### config.mk
export PLATFORM = sky130hd
export DESIGN_NAME = usb_function_status_irq
export DESIGN_NICKNAME = d
export VERILOG_FILES = /design/src/hw/usb_fn_pkg.sv /design/src/hw/usb_function_status_irq.sv
export SDC_FILE = /design/constraint.sdc
export NUM_CORES = 1
export LEC_CHECK = 0
export BUFFER_PORTS_ARGS = -buffer_cell sky130_fd_sc_hd__buf_2
export CORE_ASPECT_RATIO = 2
export CORE_UTILIZATION = 50
export DETAILED_ROUTE_END_ITERATION = 16
export PLACE_DENSITY = 0.85
export SYNTH_ARGS = -nofsm -noshare
export SYNTH_HDL_FRONTEND = slang
export SYNTH_SLANG_ARGS = --single-unit
### constraint.sdc
create_clock -name aclk -period 3.5 [get_ports aclk]
set_input_delay 0.175 -clock aclk [delete_from_list [all_inputs] [get_ports aclk]]
set_output_delay 0.175 -clock aclk [all_outputs]
set_load 0.005 [all_outputs]
### src/hw/usb_fn_pkg.sv
package usb_fn_pkg;

  // register byte offsets; bit 6 of the address selects the rmw view
  localparam logic [6:0] OFS_CTRL   = 7'h00;
  localparam logic [6:0] OFS_FRAME  = 7'h04;
  localparam logic [6:0] OFS_STATUS = 7'h08;
  localparam logic [6:0] OFS_IRQ_EN = 7'h0c;
  localparam logic [6:0] OFS_EP0_IN = 7'h10;
  localparam logic [6:0] OFS_EP1    = 7'h14;
  localparam logic [6:0] OFS_EP5    = 7'h24;
  localparam int         EP_STEP    = 4;
  localparam int         RMW_BIT    = 6;

  // controller_control_reg
  localparam int          CTRL_SOFT_RESET = 7;
  localparam int          CTRL_REMOTE_WAKE = 5;
  localparam int          CTRL_STALL_AUTO = 3;
  localparam logic [15:0] CTRL_WMASK = 16'h00a8;
  localparam logic [15:0] CTRL_RESET = 16'h0080;

  // bus_event_status
  localparam int ST_SUSPEND = 5;
  localparam int ST_SOF     = 4;
  localparam int ST_BUS_RST = 3;
  localparam int ST_RESUME  = 2;
  localparam int ST_SETUP   = 1;
  localparam int ST_CONFIG  = 0;
  localparam int ST_W       = 6;

  // bus_event_irq_enable
  localparam int          IE_CONFIGURED_FLAG_INDEX = 9;
  localparam logic [15:0] IE_WMASK = 16'h3d00;
  localparam logic [15:0] IE_RESET = 16'h0000;
  localparam int          IE_SHIFT = 8;

  // ep0_in_status
  localparam int          E0_BUF_INIT = 15;
  localparam int          E0_FREE_EN  = 14;
  localparam int          E0_FREE     = 10;

  // endpoint 1..5 control
  localparam int          EPC_DMA    = 11;
  localparam int          EPC_STALL  = 9;
  localparam int          MPS_W      = 9;
  localparam logic [8:0]  MPS_EP1_RESET = 9'h100;
  localparam logic [8:0]  MPS_EPN_RESET = 9'h040;
  localparam logic [8:0]  MPS_EPN_MASK  = 9'h07f;

  localparam logic [1:0]  RESP_OKAY   = 2'h0;
  localparam logic [1:0]  RESP_SLVERR = 2'h2;

  // one-cycle event pulses from the usb protocol engine
  typedef struct packed {
    logic        sof;
    logic [10:0] frame;
    logic        suspend_enter;
    logic        bus_reset;
    logic        host_resume;
    logic        setup_rx;
    logic        setup_auto;
    logic        config_done;
    logic        config_index;
    logic        clear_feature;
    logic [2:0]  clear_ep;
    logic        ep0_in_done;
  } usb_events_s;

endpackage

### src/hw/usb_function_status_irq.sv
`timescale 1ns/1ps
// Function
// stall persists until cleared plus clear feature
// rmw read of stall zero under autoclear
// endpoints 2-5 bits 8:7 read zero
// packet size 9 bits ep1, 7 bits others
// software avoids zero, oversize, tiny dma sizes
// software prefers even packet sizes
// frame number captured on sof, soft reset clears
// flags except setup request interrupts when enabled
// flags clear on written zero, rmw reads one
// suspend entry sets status bit 5
// sof sets status bit 4 with frame
// bus reset sets status bit 3
// software reinitialises buffers after bus reset
// host resume sets bit 2 unless remote wake
// setup stage sets bit 1, never interrupts; the code leaves bit 1 clear for a setup flagged setup_auto
// set configuration sets status bit 0
// enables at bits 13..10 and 8, reset zero
// configuration index bit 9 follows config event
// enable bits 15:14 read zero
// send buffer init resets one, forced by soft reset
// buffer init sets send buffer free flag
// free flag set means nak to in requests
// interrupt while any enabled source pending
module usb_function_status_irq (
  // clock and reset
  input  wire logic                  aclk,
  input  wire logic                  aresetn,
  // axi4-lite write
  input  wire logic [6:0]            awaddr,
  input  wire logic                  awvalid,
  output logic                       awready,
  input  wire logic [31:0]           wdata,
  input  wire logic [3:0]            wstrb,
  input  wire logic                  wvalid,
  output logic                       wready,
  output logic [1:0]                 bresp,
  output logic                       bvalid,
  input  wire logic                  bready,
  // axi4-lite read
  input  wire logic [6:0]            araddr,
  input  wire logic                  arvalid,
  output logic                       arready,
  output logic [31:0]                rdata,
  output logic [1:0]                 rresp,
  output logic                       rvalid,
  input  wire logic                  rready,
  // protocol engine side
  input  wire usb_fn_pkg::usb_events_s ev,
  output logic [5:1]                 ep_stall_resp,
  output logic                       ep0_in_nak,
  output logic                       irq
);

  logic [6:0]        waddr_q;
  logic [15:0]       wdata_q;
  logic [1:0]        wstrb_q;
  logic [15:0]       wm;
  logic              do_write;
  logic [15:0]       ctrl_reg;
  logic [10:0]       frame_reg;
  logic [5:0]        status_reg;
  logic [15:0]       irq_en_reg;
  logic              configured_flag_index_reg;
  logic              buf_init_reg;
  logic              free_en_reg;
  logic [5:1]        stall_reg;
  logic [5:1]        dma_reg;
  logic [8:0]        mps_reg [1:5];
  logic [15:0]       ep_word [1:5];
  logic [15:0]       ep_next [1:5];
  logic [5:1]        wr_ep;
  logic [5:1]        cf_hit;
  logic [5:0]        st_set;
  logic [5:0]        st_clr;
  logic [5:0]        src_en;
  logic [15:0]       rd_val;
  logic              rd_ok;
  logic              soft_reset;
  logic              stall_auto;
  logic              wr_ctrl;
  logic              wr_status;
  logic              wr_ie;
  logic              wr_e0;

  function automatic logic reg_hit(input logic [6:0] a,
                                   input logic [6:0] o);
    return a[5:2] == o[5:2];
  endfunction

  function automatic logic mapped(input logic [6:0] a);
    return a[5:2] <= usb_fn_pkg::OFS_EP5[5:2];
  endfunction

  function automatic logic [6:0] ep_ofs(input int i);
    return 7'(usb_fn_pkg::OFS_EP1 + usb_fn_pkg::EP_STEP * (i - 1));
  endfunction

  assign soft_reset = ctrl_reg[usb_fn_pkg::CTRL_SOFT_RESET];
  assign stall_auto = ctrl_reg[usb_fn_pkg::CTRL_STALL_AUTO];
  assign wm         = {{8{wstrb_q[1]}},
                       {8{wstrb_q[0]}}};
  assign do_write   = !awready && !wready && !bvalid;
  assign wr_ctrl    = do_write && reg_hit(waddr_q, usb_fn_pkg::OFS_CTRL);
  assign wr_status  = do_write && reg_hit(waddr_q, usb_fn_pkg::OFS_STATUS);
  assign wr_ie      = do_write && reg_hit(waddr_q, usb_fn_pkg::OFS_IRQ_EN);
  assign wr_e0      = do_write && reg_hit(waddr_q, usb_fn_pkg::OFS_EP0_IN);

  // write address and data are taken independently
  always_ff @(posedge aclk) begin
    if (!aresetn) begin
      awready <= 1'b1;
      waddr_q <= 7'h00;
    end else if (awvalid && awready) begin
      awready <= 1'b0;
      waddr_q <= awaddr;
    end else if (do_write) begin
      awready <= 1'b1;
    end
  end

  always_ff @(posedge aclk) begin
    if (!aresetn) begin
      wready  <= 1'b1;
      wdata_q <= 16'h0000;
      wstrb_q <= 2'h0;
    end else if (wvalid && wready) begin
      wready  <= 1'b0;
      wdata_q <= wdata[15:0];
      wstrb_q <= wstrb[1:0];
    end else if (do_write) begin
      wready <= 1'b1;
    end
  end

  always_ff @(posedge aclk) begin
    if (!aresetn) begin
      bvalid <= 1'b0;
      bresp  <= usb_fn_pkg::RESP_OKAY;
    end else if (do_write) begin
      bvalid <= 1'b1;
      bresp  <= mapped(waddr_q) ? usb_fn_pkg::RESP_OKAY
                                : usb_fn_pkg::RESP_SLVERR;
    end else if (bvalid && bready) begin
      bvalid <= 1'b0;
    end
  end

  // read mux; the alias bit gives the rmw view
  always_comb begin
    logic rmw;
    rmw    = araddr[usb_fn_pkg::RMW_BIT];
    rd_val = 16'h0000;
    rd_ok  = 1'b1;
    if (reg_hit(araddr, usb_fn_pkg::OFS_CTRL)) begin
      rd_val = ctrl_reg;
    end else if (reg_hit(araddr, usb_fn_pkg::OFS_FRAME)) begin
      rd_val = {5'h00, frame_reg};
    end else if (reg_hit(araddr, usb_fn_pkg::OFS_STATUS)) begin
      rd_val = {10'h000, rmw ? 6'h3f : status_reg};
    end else if (reg_hit(araddr, usb_fn_pkg::OFS_IRQ_EN)) begin
      rd_val = irq_en_reg;
      rd_val[usb_fn_pkg::IE_CONFIGURED_FLAG_INDEX] = configured_flag_index_reg;
    end else if (reg_hit(araddr, usb_fn_pkg::OFS_EP0_IN)) begin
      rd_val[usb_fn_pkg::E0_BUF_INIT] = buf_init_reg;
      rd_val[usb_fn_pkg::E0_FREE_EN]  = free_en_reg;
      rd_val[usb_fn_pkg::E0_FREE]     = rmw | ep0_in_nak;
    end else begin
      rd_ok = 1'b0;
      for (int i = 1; i <= 5; i++) begin
        if (reg_hit(araddr, ep_ofs(i))) begin
          rd_val = ep_word[i];
          rd_val[usb_fn_pkg::EPC_STALL] = stall_reg[i] &
                                          !(rmw && stall_auto);
          rd_ok  = 1'b1;
        end
      end
    end
  end

  always_ff @(posedge aclk) begin
    if (!aresetn) begin
      arready <= 1'b1;
      rvalid  <= 1'b0;
      rdata   <= 32'h00000000;
      rresp   <= usb_fn_pkg::RESP_OKAY;
    end else if (arvalid && arready) begin
      arready <= 1'b0;
      rvalid  <= 1'b1;
      rdata   <= {16'h0000, rd_val};
      rresp   <= rd_ok ? usb_fn_pkg::RESP_OKAY : usb_fn_pkg::RESP_SLVERR;
    end else if (rvalid && rready) begin
      rvalid  <= 1'b0;
      arready <= 1'b1;
    end
  end

  always_ff @(posedge aclk) begin
    if (!aresetn) begin
      ctrl_reg <= usb_fn_pkg::CTRL_RESET;
    end else if (wr_ctrl) begin
      ctrl_reg <= (ctrl_reg & ~(wm & usb_fn_pkg::CTRL_WMASK)) |
                  (wdata_q & wm & usb_fn_pkg::CTRL_WMASK);
    end
  end

  always_ff @(posedge aclk) begin
    if (!aresetn || soft_reset) begin
      frame_reg <= 11'h000;
    end else if (ev.sof) begin
      frame_reg <= ev.frame;
    end
  end

  always_comb begin
    st_set = 6'h00;
    st_set[usb_fn_pkg::ST_SUSPEND] = ev.suspend_enter;
    st_set[usb_fn_pkg::ST_SOF]     = ev.sof;
    st_set[usb_fn_pkg::ST_BUS_RST] = ev.bus_reset;
    st_set[usb_fn_pkg::ST_RESUME]  = ev.host_resume &&
      !ctrl_reg[usb_fn_pkg::CTRL_REMOTE_WAKE];
    st_set[usb_fn_pkg::ST_SETUP]   = ev.setup_rx && !ev.setup_auto;
    st_set[usb_fn_pkg::ST_CONFIG]  = ev.config_done;
    st_clr = wr_status ? (wm[5:0] & ~wdata_q[5:0]) : 6'h00;
  end

  // hardware set wins over a software clear in the same cycle
  always_ff @(posedge aclk) begin
    if (!aresetn || soft_reset) begin
      status_reg <= 6'h00;
    end else begin
      status_reg <= (status_reg & ~st_clr) | st_set;
    end
  end

  always_ff @(posedge aclk) begin
    if (!aresetn || soft_reset) begin
      irq_en_reg <= usb_fn_pkg::IE_RESET;
    end else if (wr_ie) begin
      irq_en_reg <= (irq_en_reg & ~(wm & usb_fn_pkg::IE_WMASK)) |
                    (wdata_q & wm & usb_fn_pkg::IE_WMASK);
    end
  end

  always_ff @(posedge aclk) begin
    if (!aresetn || soft_reset) begin
      configured_flag_index_reg <= 1'b0;
    end else if (ev.config_done) begin
      configured_flag_index_reg <= ev.config_index;
    end
  end

  always_ff @(posedge aclk) begin
    if (!aresetn || soft_reset) begin
      buf_init_reg <= 1'b1;
    end else if (wr_e0 && wm[15]) begin
      buf_init_reg <= wdata_q[usb_fn_pkg::E0_BUF_INIT];
    end
  end

  always_ff @(posedge aclk) begin
    if (!aresetn) begin
      free_en_reg <= 1'b0;
    end else if (wr_e0 && wm[15]) begin
      free_en_reg <= wdata_q[usb_fn_pkg::E0_FREE_EN];
    end
  end

  // free flag doubles as the automatic nak for ep0 in
  always_ff @(posedge aclk) begin
    if (!aresetn || buf_init_reg) begin
      ep0_in_nak <= 1'b1;
    end else if (ev.ep0_in_done) begin
      ep0_in_nak <= 1'b1;
    end else if (wr_e0 && wm[15] && !wdata_q[usb_fn_pkg::E0_FREE]) begin
      ep0_in_nak <= 1'b0;
    end
  end

  always_comb begin
    for (int i = 1; i <= 5; i++) begin
      ep_word[i] = {4'h0, dma_reg[i], 1'b0, stall_reg[i], mps_reg[i]};
      ep_next[i] = (ep_word[i] & ~wm) | (wdata_q & wm);
      wr_ep[i]   = do_write && reg_hit(waddr_q, ep_ofs(i));
      cf_hit[i]  = ev.clear_feature && ev.clear_ep == 3'(i);
    end
  end

  always_ff @(posedge aclk) begin
    if (!aresetn) begin
      stall_reg <= 5'h00;
      dma_reg   <= 5'h00;
      mps_reg[1] <= usb_fn_pkg::MPS_EP1_RESET;
      for (int i = 2; i <= 5; i++) begin
        mps_reg[i] <= usb_fn_pkg::MPS_EPN_RESET;
      end
    end else begin
      for (int i = 1; i <= 5; i++) begin
        if (cf_hit[i] && stall_auto) begin
          stall_reg[i] <= 1'b0;
        end
        if (wr_ep[i]) begin
          stall_reg[i] <= ep_next[i][usb_fn_pkg::EPC_STALL];
          dma_reg[i]   <= ep_next[i][usb_fn_pkg::EPC_DMA];
          mps_reg[i]   <= (i == 1) ? ep_next[i][8:0] :
                          ep_next[i][8:0] & usb_fn_pkg::MPS_EPN_MASK;
        end
      end
    end
  end

  // stall answer lasts until the bit is gone and clear feature arrives
  always_ff @(posedge aclk) begin
    if (!aresetn) begin
      ep_stall_resp <= 5'h00;
    end else begin
      for (int i = 1; i <= 5; i++) begin
        if (cf_hit[i] && (stall_auto || !stall_reg[i])) begin
          ep_stall_resp[i] <= 1'b0;
        end else if (stall_reg[i]) begin
          ep_stall_resp[i] <= 1'b1;
        end
      end
    end
  end

  assign src_en = {irq_en_reg[13:10], 1'b0, irq_en_reg[8]};

  always_ff @(posedge aclk) begin
    if (!aresetn) begin
      irq <= 1'b0;
    end else begin
      irq <= |(status_reg & src_en) | (ep0_in_nak & free_en_reg);
    end
  end
endmodule // usb_function_status_irq

# After elaboration in Yosys (flattened, before gate mapping)
# Memories as Yosys holds them, arrays and structs flattened.
# Index checks and enable logic that the tools add are counted.
# totals
regBits	118
ram_bits	45
in_bits	81
output_inout_bits	48
wordCells	238
mem_count	1
# memory_table
memory	words	word_bits	rd	rd_ports_with_merged_regs	wr	line	source
mps_reg	5	9	5	0	5	usb_function_status_irq.sv:70	logic [8:0] mps_reg [1:5];
# classes
n_lt_le_gt_ge	1
n_eq_ne	22
n_mux	67
bitwise	38
n_reduce_logical	74
# op_table
operator	n
$mux W16	8
$and A12 B12 Y12	5
$or A12 B12 Y12	5
$mux W1	46
$mux W9	5
$logic_and A1 B1 Y1	36
$and A16 B16 Y16	2
$eq A4 B3 Y1 const B	8
$and A6 B6 Y6	3
$reduce_bool A2 Y1	9
$eq A4 B2 Y1 const B	4
$eq A4 B4 Y1 const B	4
$not A14 Y16	1
$not A8 Y16	1
$or A16 B14 Y16	1
$or A16 B8 Y16	1
$and A14 B14 Y14	1
$logic_not A1 Y1	13
$mux W12	1
$mux W6	2
$not A12 Y12	1
$not A6 Y6	2
$reduce_or A2 Y1	6
$mux W10	1
other kinds (14)	36

# Logic depth before layout (Yosys ltp)
# Gate-level depths: netlist of run 1.
# logic_depth
ltp_word	13
ltp_mapped	7
depth_no_buf	5

# Worst setup path after synthesis of run 1
# No wires, ideal clock.
# synth_timing
kind	flip-flop to flip-flop
from	register awready
to	register, netlist name mps_reg[0][45]
setup_ns	0.323
t_arrival_ns	1.527
required_ns	3.177
setup_slack_ns	1.650
stages_incl_launch_ff	6
path_buffers	1
synth_period_minus_slack_ns	1.850
path_cell_list	dfxtp_1 > buf_6 > or3_4 > nor4b_4 > nand2_1 > nand2_1
# synth_rtl
element	line	source
start, declared	usb_function_status_irq.sv:33	output logic awready,
start signal, assigned	usb_function_status_irq.sv:113	awready <= 1'b1;
start signal, assigned	usb_function_status_irq.sv:116	awready <= 1'b0;
start signal, assigned	usb_function_status_irq.sv:119	awready <= 1'b1;

==> impl_metrics.csv, run 1 <==
group,metric,value,unit
status,status,"finished, final reports clean",
synthesis,netlist_top_cells_area,"dfxtp_1, edfxtp_1, a21oi_1, nand2_1, mux2i_1",
layout,area_delta_synth_final,20.5,%
route,drt-wirelength-per-cell,19.1,µm
clock_network,htree_levels,4,
clock_network,ctsResizeCount,0,
placed_design,dp_slack,1400,ps
die,pin_count,129,
timing,fin_setup_tns,0,ps
timing,hold_viol,0,
synthesis,syn_area,5980,µm²
die,rows,56,
synthesis,synthMuxAreaShare,6.68,%
grt,grt_usage,29.4,%
timing,worst_hold_slack,0.205,ps
timing,period_share,61.8,%
job,drv_cap,0,
placed_design,dp_hpwl,11.8,mm
die,fp.dieH,157,µm
clock_network,clkSinkCount,127,
grt,grt_pass1_wl,27.3,mm
placed_design,numPortBuffers,87,
setup_path,endpoint_kind,"register",
layout,drive_gt1_share,17.3,%
route,viasPerCell,6.04,
grt,grt_pass1_vias,5288,
synthesis,synthTopCellsByCount,"a21oi_1, dfxtp_1, nand2_1",
synthesis,synth_xor_area_share,0,%
die,die_width,79.3,µm
timing,fin_crit,2160,ps
timing,finClkSkew,7.74,ps
synthesis,synthAdderAreaFrac,0,%
synthesis,syn_inst,672,
power,fin_total_pwr,0.00378,W
synthesis,synth_area_leader_cell,"dfxtp_1",
timing,relSlewSlack,25.7,%
synthesis,synth_flop_cell,"dfxtp_1",
clock_network,clk_pin_slew,60,ps
synthesis,ys_seq_elements,127,
clock_network,cts-root-buf,"clkbuf_16",
grt,grt_start_max_net_pins,55,
power,ir_worst_vdd,0.000497,V
placed_design,dpl_cell_area,6370,µm²
route,ant_nets,0,
synthesis,avgSynthCellArea,8.89,µm²
route,drtPass1Iterations,6,
setup_path,cp.required,3650,ps
min_path,holdPathEnd,"wdata_q[12]$_SDFFE_PN0P_",
grt,overflow,0,
synthesis,ys_types,51,
synthesis,synth_compound_area_share,17.3,%
die,coreArea,11700,µm²
clock_network,cts_tree,"done",
setup_path,reg2reg_to,"mps_reg[0][42]$_SDFFCE_PN1P_",
route,drc_errors,0,
synthesis,synth-simple-area-share,21.6,%
layout,nets,838,
timing,max_freq,462,MHz
synthesis,synth_seq_area_share,48.7,%
die,initial_utilization,51.1,%
layout,final_design_area_no_fill,7200,µm²
setup_path,crit_arrival,2310,ps
timing,slew_violations,0,
clock_network,clkLatencyLatePin,420,ps
route,num_vias,5525,
synthesis,synth_top_area_share,30.2,%
synthesis,yosysWarnings,0,
min_path,worstHoldStart,"wdata[12]",
timing,finalWorstSetupSlack,1340,ps
die,die-area,12400,µm²
setup_path,cp-start-kind,"register",
timing,tightest_slew,1110,ps
setup_path,crit_type,"register to register",
synthesis,synth_edf_count,37,
setup_path,ff2ff_setup_slack,1340,ps
setup_path,worst-path-max-fanout,11,
route,wl,17.5,mm
layout,diodes,0,
min_path,hp-class,"input port to register",
setup_path,rr_worst_depth,4,
power,power.density,525,nW/µm²
synthesis,synth_top_family_by_area,"simple AND/OR/NAND/NOR gates",
grt,antenna_found_initial,0,
clock_network,cts_buffers,17,
timing,setup_viol,0,
setup_path,reg2reg_from,"awready$_SDFFE_PN1P_",
clock_network,clk_path_buf_depth,2,
placed_design,gp_congestion,0.920,
min_path,hold_depth,3,
power,p_leak,2.82,nW
route,drtIter0Drc,748,
timing,rsz0062_at_grt,"no",
synthesis,async_flop_share,0,%
==> logic make-up (layout without fill, tap and decap cells) <==
kind of cell,count (synthesis),after routing
AOI/OAI and AO/OA,178,178
muxes,39,39
buffers and inverters,68,149
DFF,127,127
and+or+nand+nor,259,259
other,1,18
==> layer usage <==
metal,global-route usage [%],share of wire (%)
met4,21.6,7.3
met1,30.9,34
met5,0,0
met3,7.00,7.3
met2,50.0,52
==> cell type report <==
type,count,area (µm²)
Multi-Input combinational cell,494,2790
Tap cell,145,181
Inverter,9,33.8
Sequential cell,127,2910
Timing Repair Buffer,108,641
Fill cell,927,4500
Clock buffer,20,500
Clock inverter,12,141
==> worst max-delay path: stages, from the launching register on <==
cell      delay [ps]
dfxtp_1          400
or3_4            410
nor4b_4          440
nand3b_1         350
nand3b_1         300
==> cell usage in the layout, fill, tap and decap left out, types with 2 or more instances in the layout <==
master and instances:
a21oi_1 90, dfxtp_1 90, buf_2 87, nand2_1 86
nand2b_1 51, nor2_1 49, edfxtp_1 37, o21ai_0 36
mux2i_1 32, nand3_1 28, clkbuf_16 20, dlygate4sd3_1 19
conb_1 18, a22oi_1 13, nand3b_1 8, inv_1 8
nor2b_1 7, nor3_1 7, o211ai_1 7, mux2_2 7
o22ai_1 6, nand4_1 4, a221oi_1 4, o31ai_1 4
clkinv_4 4, nor4_1 3, and2_1 3, o311ai_0 3
o32a_1 3, inv_6 3, and3_1 2, nand4b_1 2
o2111ai_1 2, o41ai_1 2, a211oi_1 2, inv_4 2
bufinv_16 2, buf_4 2
==> through the flow <==
step	std cells	utilization (%)
after floorplan	689	-
after global placement	864	54.4
after detailed placement	864	54.4
after CTS	915	61.5
after global routing	915	61.5
final	915	61.5
==> power by group <==
| group | switching, W | internal (W) | leakage (nW) |
|---|---|---|---|
| Sequential | 0.0000428 | 0.00155 | 1.09 |
| Combinational | 0.000176 | 0.000114 | 1.41 |
| Clock | 0.000706 | 0.00119 | 0.314 |
| Total | 0.000925 | 0.00285 | 2.82 |
==> repair_timing <==
action / in CTS / in global routing
setup buffers: 0 / 0
endpoints found under the setup margin: 0 / 0
hold buffers: 19 / 0
endpoints found under the hold margin: 19 / 0
==> worst max path at each step <==
stage / to / from / slack [ps]
floorplan: mps_reg[0][45]$_SDFFCE_PN0P_ / awready$_SDFFE_PN1P_ / 1650
global placement: mps_reg[0][42]$_SDFFCE_PN1P_ / awready$_SDFFE_PN1P_ / 1440
detailed placement: mps_reg[0][42]$_SDFFCE_PN1P_ / awready$_SDFFE_PN1P_ / 1400
CTS: mps_reg[0][42]$_SDFFCE_PN1P_ / awready$_SDFFE_PN1P_ / 1370
global route: mps_reg[0][42]$_SDFFCE_PN1P_ / awready$_SDFFE_PN1P_ / 1200
finish: mps_reg[0][42]$_SDFFCE_PN1P_ / awready$_SDFFE_PN1P_ / 1340
No activity file was read; power rests on OpenSTA's default activity.
==> run 2: changes to the inputs <==
Settings changed: ABC_AREA from default to 1, PLACE_DENSITY 0.85 to 0.86.
Clock period 3.5 ns to 2.17 ns, I/O delays scaled along.
==> run 2 against run 1 <==
Compared with the run above:
- global-route usage up 1.9 points
- count of clock-buffer cells in the layout is 2 higher
- synthesized cell count grew 11%
- cell count up 13%
- non-clock buffer count rose by 33
- setup slack worse by 1200 ps
- power increased by 63%
- worst hold slack gained 10 ps
- final area rose by 2.3%
- routed wire length is 0.63% higher
- combinational power grew 81%
- largest power group unchanged
- highest routed layer unchanged
==> impl_metrics.csv, run 2 <==
group,metric,value,unit
status,status,"finished, final reports clean",
clock_network,cts_tree,"done",
grt,grt_start_max_net_pins,47,
timing,period_share,92.1,%
placed_design,place_inst,956,
layout,diodes,0,
power,power.density,835,nW/µm²
timing,setup_viol,0,
grt,grt_usage,31.3,%
route,wl,17.6,mm
synthesis,ys_types,32,
synthesis,synth_flop_cell,"dfxtp_1",
layout,final_design_area_no_fill,7370,µm²
setup_path,crit_arrival,2350,ps
synthesis,ys_seq_elements,127,
die,initial_utilization,51.0,%
setup_path,worst-path-max-fanout,17,
layout,utilization,65.3,%
setup_path,slowest_stage,"dlygate4sd3_1",
route,drc_errors,0,
grt,antenna_found_initial,0,
clock_network,clk_pin_slew,60,ps
synthesis,netlist_top_cells_area,"dfxtp_1, edfxtp_1, nand2_1, a21oi_1, nor2_1",
clock_network,clkSinkCount,127,
setup_path,crit_chain,"nor2_2, clkinvlp_4, a21oi_1, dlygate4sd3_1",
power,p_leak,3.12,nW
setup_path,cp-start-kind,"register",
route,drtIter0Drc,777,
clock_network,clkLatencyLatePin,420,ps
setup_path,max_stage_delay,620,ps
synthesis,synth_top_area_share,31.3,%
synthesis,async_flop_share,0,%
die,coreArea,11300,µm²
min_path,hp-class,"input port to register",
timing,hold_viol,0,
layout,nets,961,
synthesis,yosysWarnings,0,
layout,final_common_cell,"nand2_1",
clock_network,cts-root-buf,"clkbuf_16",
layout,area_delta_synth_final,28.0,%
layout,fin_cells,1035,
timing,tightest_slew,526,ps
timing,rsz0062_at_grt,"no",
timing,finClkSkew,8.62,ps
placed_design,numPortBuffers,87,
timing,relSlewSlack,64.8,%
layout,drive_gt1_share,19.0,%
route,viasPerCell,5.75,
route,ant_nets,0,
timing,slew_violations,0,
timing,max_freq,501,MHz
die,fp.dieH,154,µm
synthesis,syn_inst,746,
timing,fin_setup_tns,0,ps
die,pin_count,129,
job,drv_cap,0,
placed_design,dpl_cell_area,6250,µm²
synthesis,synth_seq_area_share,50.6,%
placed_design,dp_hpwl,11.3,mm
layout,final_cell_mix,"nand2_1, nor2_1, a21oi_1, dfxtp_1, buf_2",
grt,overflow,0,
synthesis,synthTopCellsByCount,"nand2_1, nor2_1, a21oi_1, dfxtp_1, o21ai_0",
clock_network,clk_path_buf_depth,2,
route,drtPass1Iterations,7,
setup_path,cp.required,2520,ps
timing,fin_crit,2000,ps
placed_design,gp_congestion,0.936,
die,die-area,12000,µm²
route,drt-wirelength-per-cell,17.0,µm
synthesis,synth_edf_count,37,
synthesis,syn_area,5750,µm²
synthesis,synth_most_common_cell,"nand2_1",
placed_design,dp_slack,467,ps
grt,grt_pass1_wl,28.1,mm
timing,finalWorstSetupSlack,172,ps
setup_path,endpoint_kind,"register",
power,ir_worst_vdd,0.000783,V
die,die_width,77.9,µm
setup_path,crit_type,"register to register",
grt,grt_pass1_vias,5683,
clock_network,cts_buffers,17,
route,num_vias,5948,
clock_network,htree_levels,4,
die,rows,55,
synthesis,avgSynthCellArea,7.71,µm²
synthesis,synth_area_leader_cell,"dfxtp_1",
==> run 2: stage by stage <==
stage,total power (W),hold slack [ps]
global placement,0.00306,301
global route,0.00633,33.1
floorplan,0.00292,209
detailed placement,0.00307,307
CTS,0.00612,4.87
finish,0.00615,10.4
==> run 2: final cells by class <==
type                    instances  area (µm²)
fillers                       891        3920
flip-flops and latches        127        2910
multi-input cells             528        2420
repair buffers                141         958
clock buffers                  22         528
inverters                      65         248
well taps                     142         178
clock inverters                10         118
==> run 2: timing repair <==
item | 4_1_cts | 5_1_grt
buffers inserted | 0 | 0
hold buffers | 47 | 0
resized for setup | 0 | 1
endpoints found under the setup margin | 0 | 1
endpoints found under the hold margin | 44 | 0
==> run 2: routing by layer <==
metal  share of wire (%)  vias up  global-route usage, %
met5                   0        -                      0
met3                 7.1      123                   6.94
met2                  53      406                   55.0
met1                  32     2700                   31.1
li1                    -     2719                      -
met4                 8.4        0                   24.7
==> run 2: path summary, 6_finish.rpt <==
check	startpoint	endpoint	slack, ps	cells after the start
setup / recovery	register	configured_flag_index_reg$_SDFFE_PP0P_	170	4
hold / removal	ev[1]	ep_stall_resp[2]$_SDFFE_PP0P_	10	3
setup reg to reg	register	configured_flag_index_reg$_SDFFE_PP0P_	170	4
hold reg to reg	rdata[5]$_SDFFE_PN0P_	rdata[5]$_SDFFE_PN0P_	460	2
==> run 2: power breakdown <==
group / leakage (nW) / total (W) / switching, W / internal [W]
registers: 1.10 / 0.00258 / 0.0000664 / 0.00252
clock network: 0.319 / 0.00304 / 0.00108 / 0.00196
logic: 1.71 / 0.000525 / 0.000320 / 0.000205
==> run 2: kinds of logic after synthesis <==
group	after synthesis	share of synthesized area (%)
buffers and inverters	108	8.37
DFF	127	50.6
other	1	0.0652
and+or+nand+nor	328	24.2
AOI/OAI and AO/OA	182	16.8
==> run 2: critical path: cells and delay by family (launching register included) <==
family | cells | cell delay, ps
DFF | 1 | 350
and+or+nand+nor | 1 | 350
buffers and inverters | 2 | 1020
AOI/OAI and AO/OA | 1 | 210
==> run 3: changes to the inputs <==
Settings changed: CORE_UTILIZATION 50 to 45, PLACE_DENSITY 0.86 to 0.79, RECOVER_POWER from default to 100.
==> run 3 against run 2 <==
Compared with the run above:
- non-clock buffer count unchanged
- global-route usage down 5.4 points
- combinational power down 4.2%
- cell count up 0.77%
- count of clock-buffer cells in the layout down 1
- critical path depth unchanged
- register-to-register slack better by 40 ps
- fmax up 1.9%
- sequential cell count unchanged
- sequential power about the same
- utilization down 7.3 points
- largest cell class unchanged
==> impl_metrics.csv, run 3 (same netlist as run 2, synthesis figures left out) <==
group,metric,value,unit
status,status,"finished, final reports clean",
setup_path,ff2ff_setup_slack,210,ps
clock_network,cts_tree,"done",
die,die-area,13300,µm²
route,wl,16.3,mm
timing,hold_viol,0,
clock_network,htree_levels,4,
clock_network,ctsResizeCount,0,
setup_path,worst-path-max-fanout,17,
die,coreArea,12600,µm²
setup_path,cp.required,2530,ps
timing,fin_crit,1960,ps
clock_network,cts_buffers,17,
power,p_leak,3.04,nW
grt,grt_pass1_vias,5347,
timing,finClkSkew,6.97,ps
timing,rsz0062_at_grt,"no",
power,ir_worst_vdd,0.000600,V
timing,slew_violations,0,
power,fin_total_pwr,0.00598,W
job,drv_cap,0,
clock_network,clk_path_buf_depth,2,
timing,relSlewSlack,47.5,%
setup_path,crit_arrival,2320,ps
timing,max_freq,510,MHz
die,initial_utilization,45.8,%
die,pin_count,129,
layout,final_cell_mix,"nand2_1, nor2_1, a21oi_1, dfxtp_1, buf_2",
layout,drive_gt1_share,14.9,%
route,num_vias,5637,
min_path,hp-class,"input port to register",
layout,diodes,0,
die,rows,58,
clock_network,clk_pin_slew,60,ps
timing,tightest_slew,781,ps
timing,setup_viol,0,
clock_network,cts-root-buf,"clkbuf_16",
die,fp.dieH,162,µm
layout,area_delta_synth_final,26.4,%
die,die_width,82.0,µm
placed_design,dp_hpwl,11.7,mm
setup_path,cp-start-kind,"register",
setup_path,endpoint_kind,"register",
route,drtIter0Drc,595,
route,ant_nets,0,
layout,nets,961,
placed_design,gp_congestion,0.897,
layout,final_common_cell,"nand2_1",
grt,grt_start_max_net_pins,36,
route,viasPerCell,5.40,
route,drt-wirelength-per-cell,15.6,µm
clock_network,clkSinkCount,127,
grt,antenna_found_initial,0,
setup_path,crit_type,"register to register",
grt,grt_usage,26.0,%
timing,fin_setup_tns,0,ps
timing,period_share,90.4,%
route,drtPass1Iterations,6,
grt,overflow,0,
route,drc_errors,0,
placed_design,numPortBuffers,87,
grt,grt_pass1_wl,25.6,mm
power,power.density,822,nW/µm²
clock_network,clkLatencyLatePin,420,ps
-- run 3: cell count changes in the layout (fill, tap and decap cells not counted), sizes merged --
cell | before | now
clkinv | 8 | 11
clkinvlp | 2 | 1
inv | 63 | 62
clkbuf | 22 | 38
buf | 94 | 77
-- run 3: per-layer routing --
metal | GRT usage [%] | wire (µm) | share of wire (%)
met3 | 4.27 | 815 | 5.0
met4 | 18.3 | 1070 | 6.5
met1 | 26.4 | 5650 | 35
met2 | 46.0 | 8760 | 54
met5 | 0 | 0 | 0
-- run 3: worst paths after layout --
kind / startpoint / endpoint / cells past startpoint
worst max-delay path: register / configured_flag_index_reg$_SDFFE_PP0P_ / 4
worst min-delay path: ev[1] / ep_stall_resp[2]$_SDFFE_PP0P_ / 3
worst max register to register: register / configured_flag_index_reg$_SDFFE_PP0P_ / 4
worst min register to register: rdata[2]$_SDFFE_PN0P_ / rdata[2]$_SDFFE_PN0P_ / 2
-- run 3: power breakdown --
group | total [W] | leakage, nW | switching (W) | internal, W
sequential | 0.00258 | 1.10 | 0.0000668 | 0.00252
clock | 0.00289 | 0.301 | 0.00106 | 0.00183
combinational | 0.000503 | 1.64 | 0.000306 | 0.000198
total | 0.00598 | 3.04 | 0.00144 | 0.00454
-- run 3: worst max-delay path, cell delays in order, from the launching register on --
cell	delay, ps
dfxtp_1	340
nor2_2	280
clkinv_1	460
a21oi_1	250
dlygate4sd3_1	570
-- run 3: timing repair --
item                                   4_1_cts  5_1_grt
endpoints found under the hold margin       44        0
hold buffers                                47        0
setup buffers                                0        0
-- run 3: cell type report --
cell class                      instances  area, µm²
Clock buffer                           21        482
Clock inverter                         11        124
Fill cell                            1108       5280
Inverter                               65        244
Multi-Input combinational cell        528       2390
Sequential cell                       127       2910
Tap cell                              150        188
Timing Repair Buffer                  141        930
-- run 3: through the flow --
| step | utilization [%] | hold WS (ps) | cell area [µm²] | worst slack [ps] | std cells |
|---|---|---|---|---|---|
| after CTS | 58.4 | 7.77 | 7330 | 241 | 1043 |
| after floorplan | - | 209 | 5820 | 696 | 763 |
| after global routing | 57.9 | 65.2 | 7270 | 80.5 | 1043 |
| final | 57.9 | 16.3 | 7270 | 209 | 1043 |
| after detailed placement | 49.8 | 313 | 6260 | 485 | 964 |
| after global placement | 49.8 | 305 | 6260 | 512 | 964 |
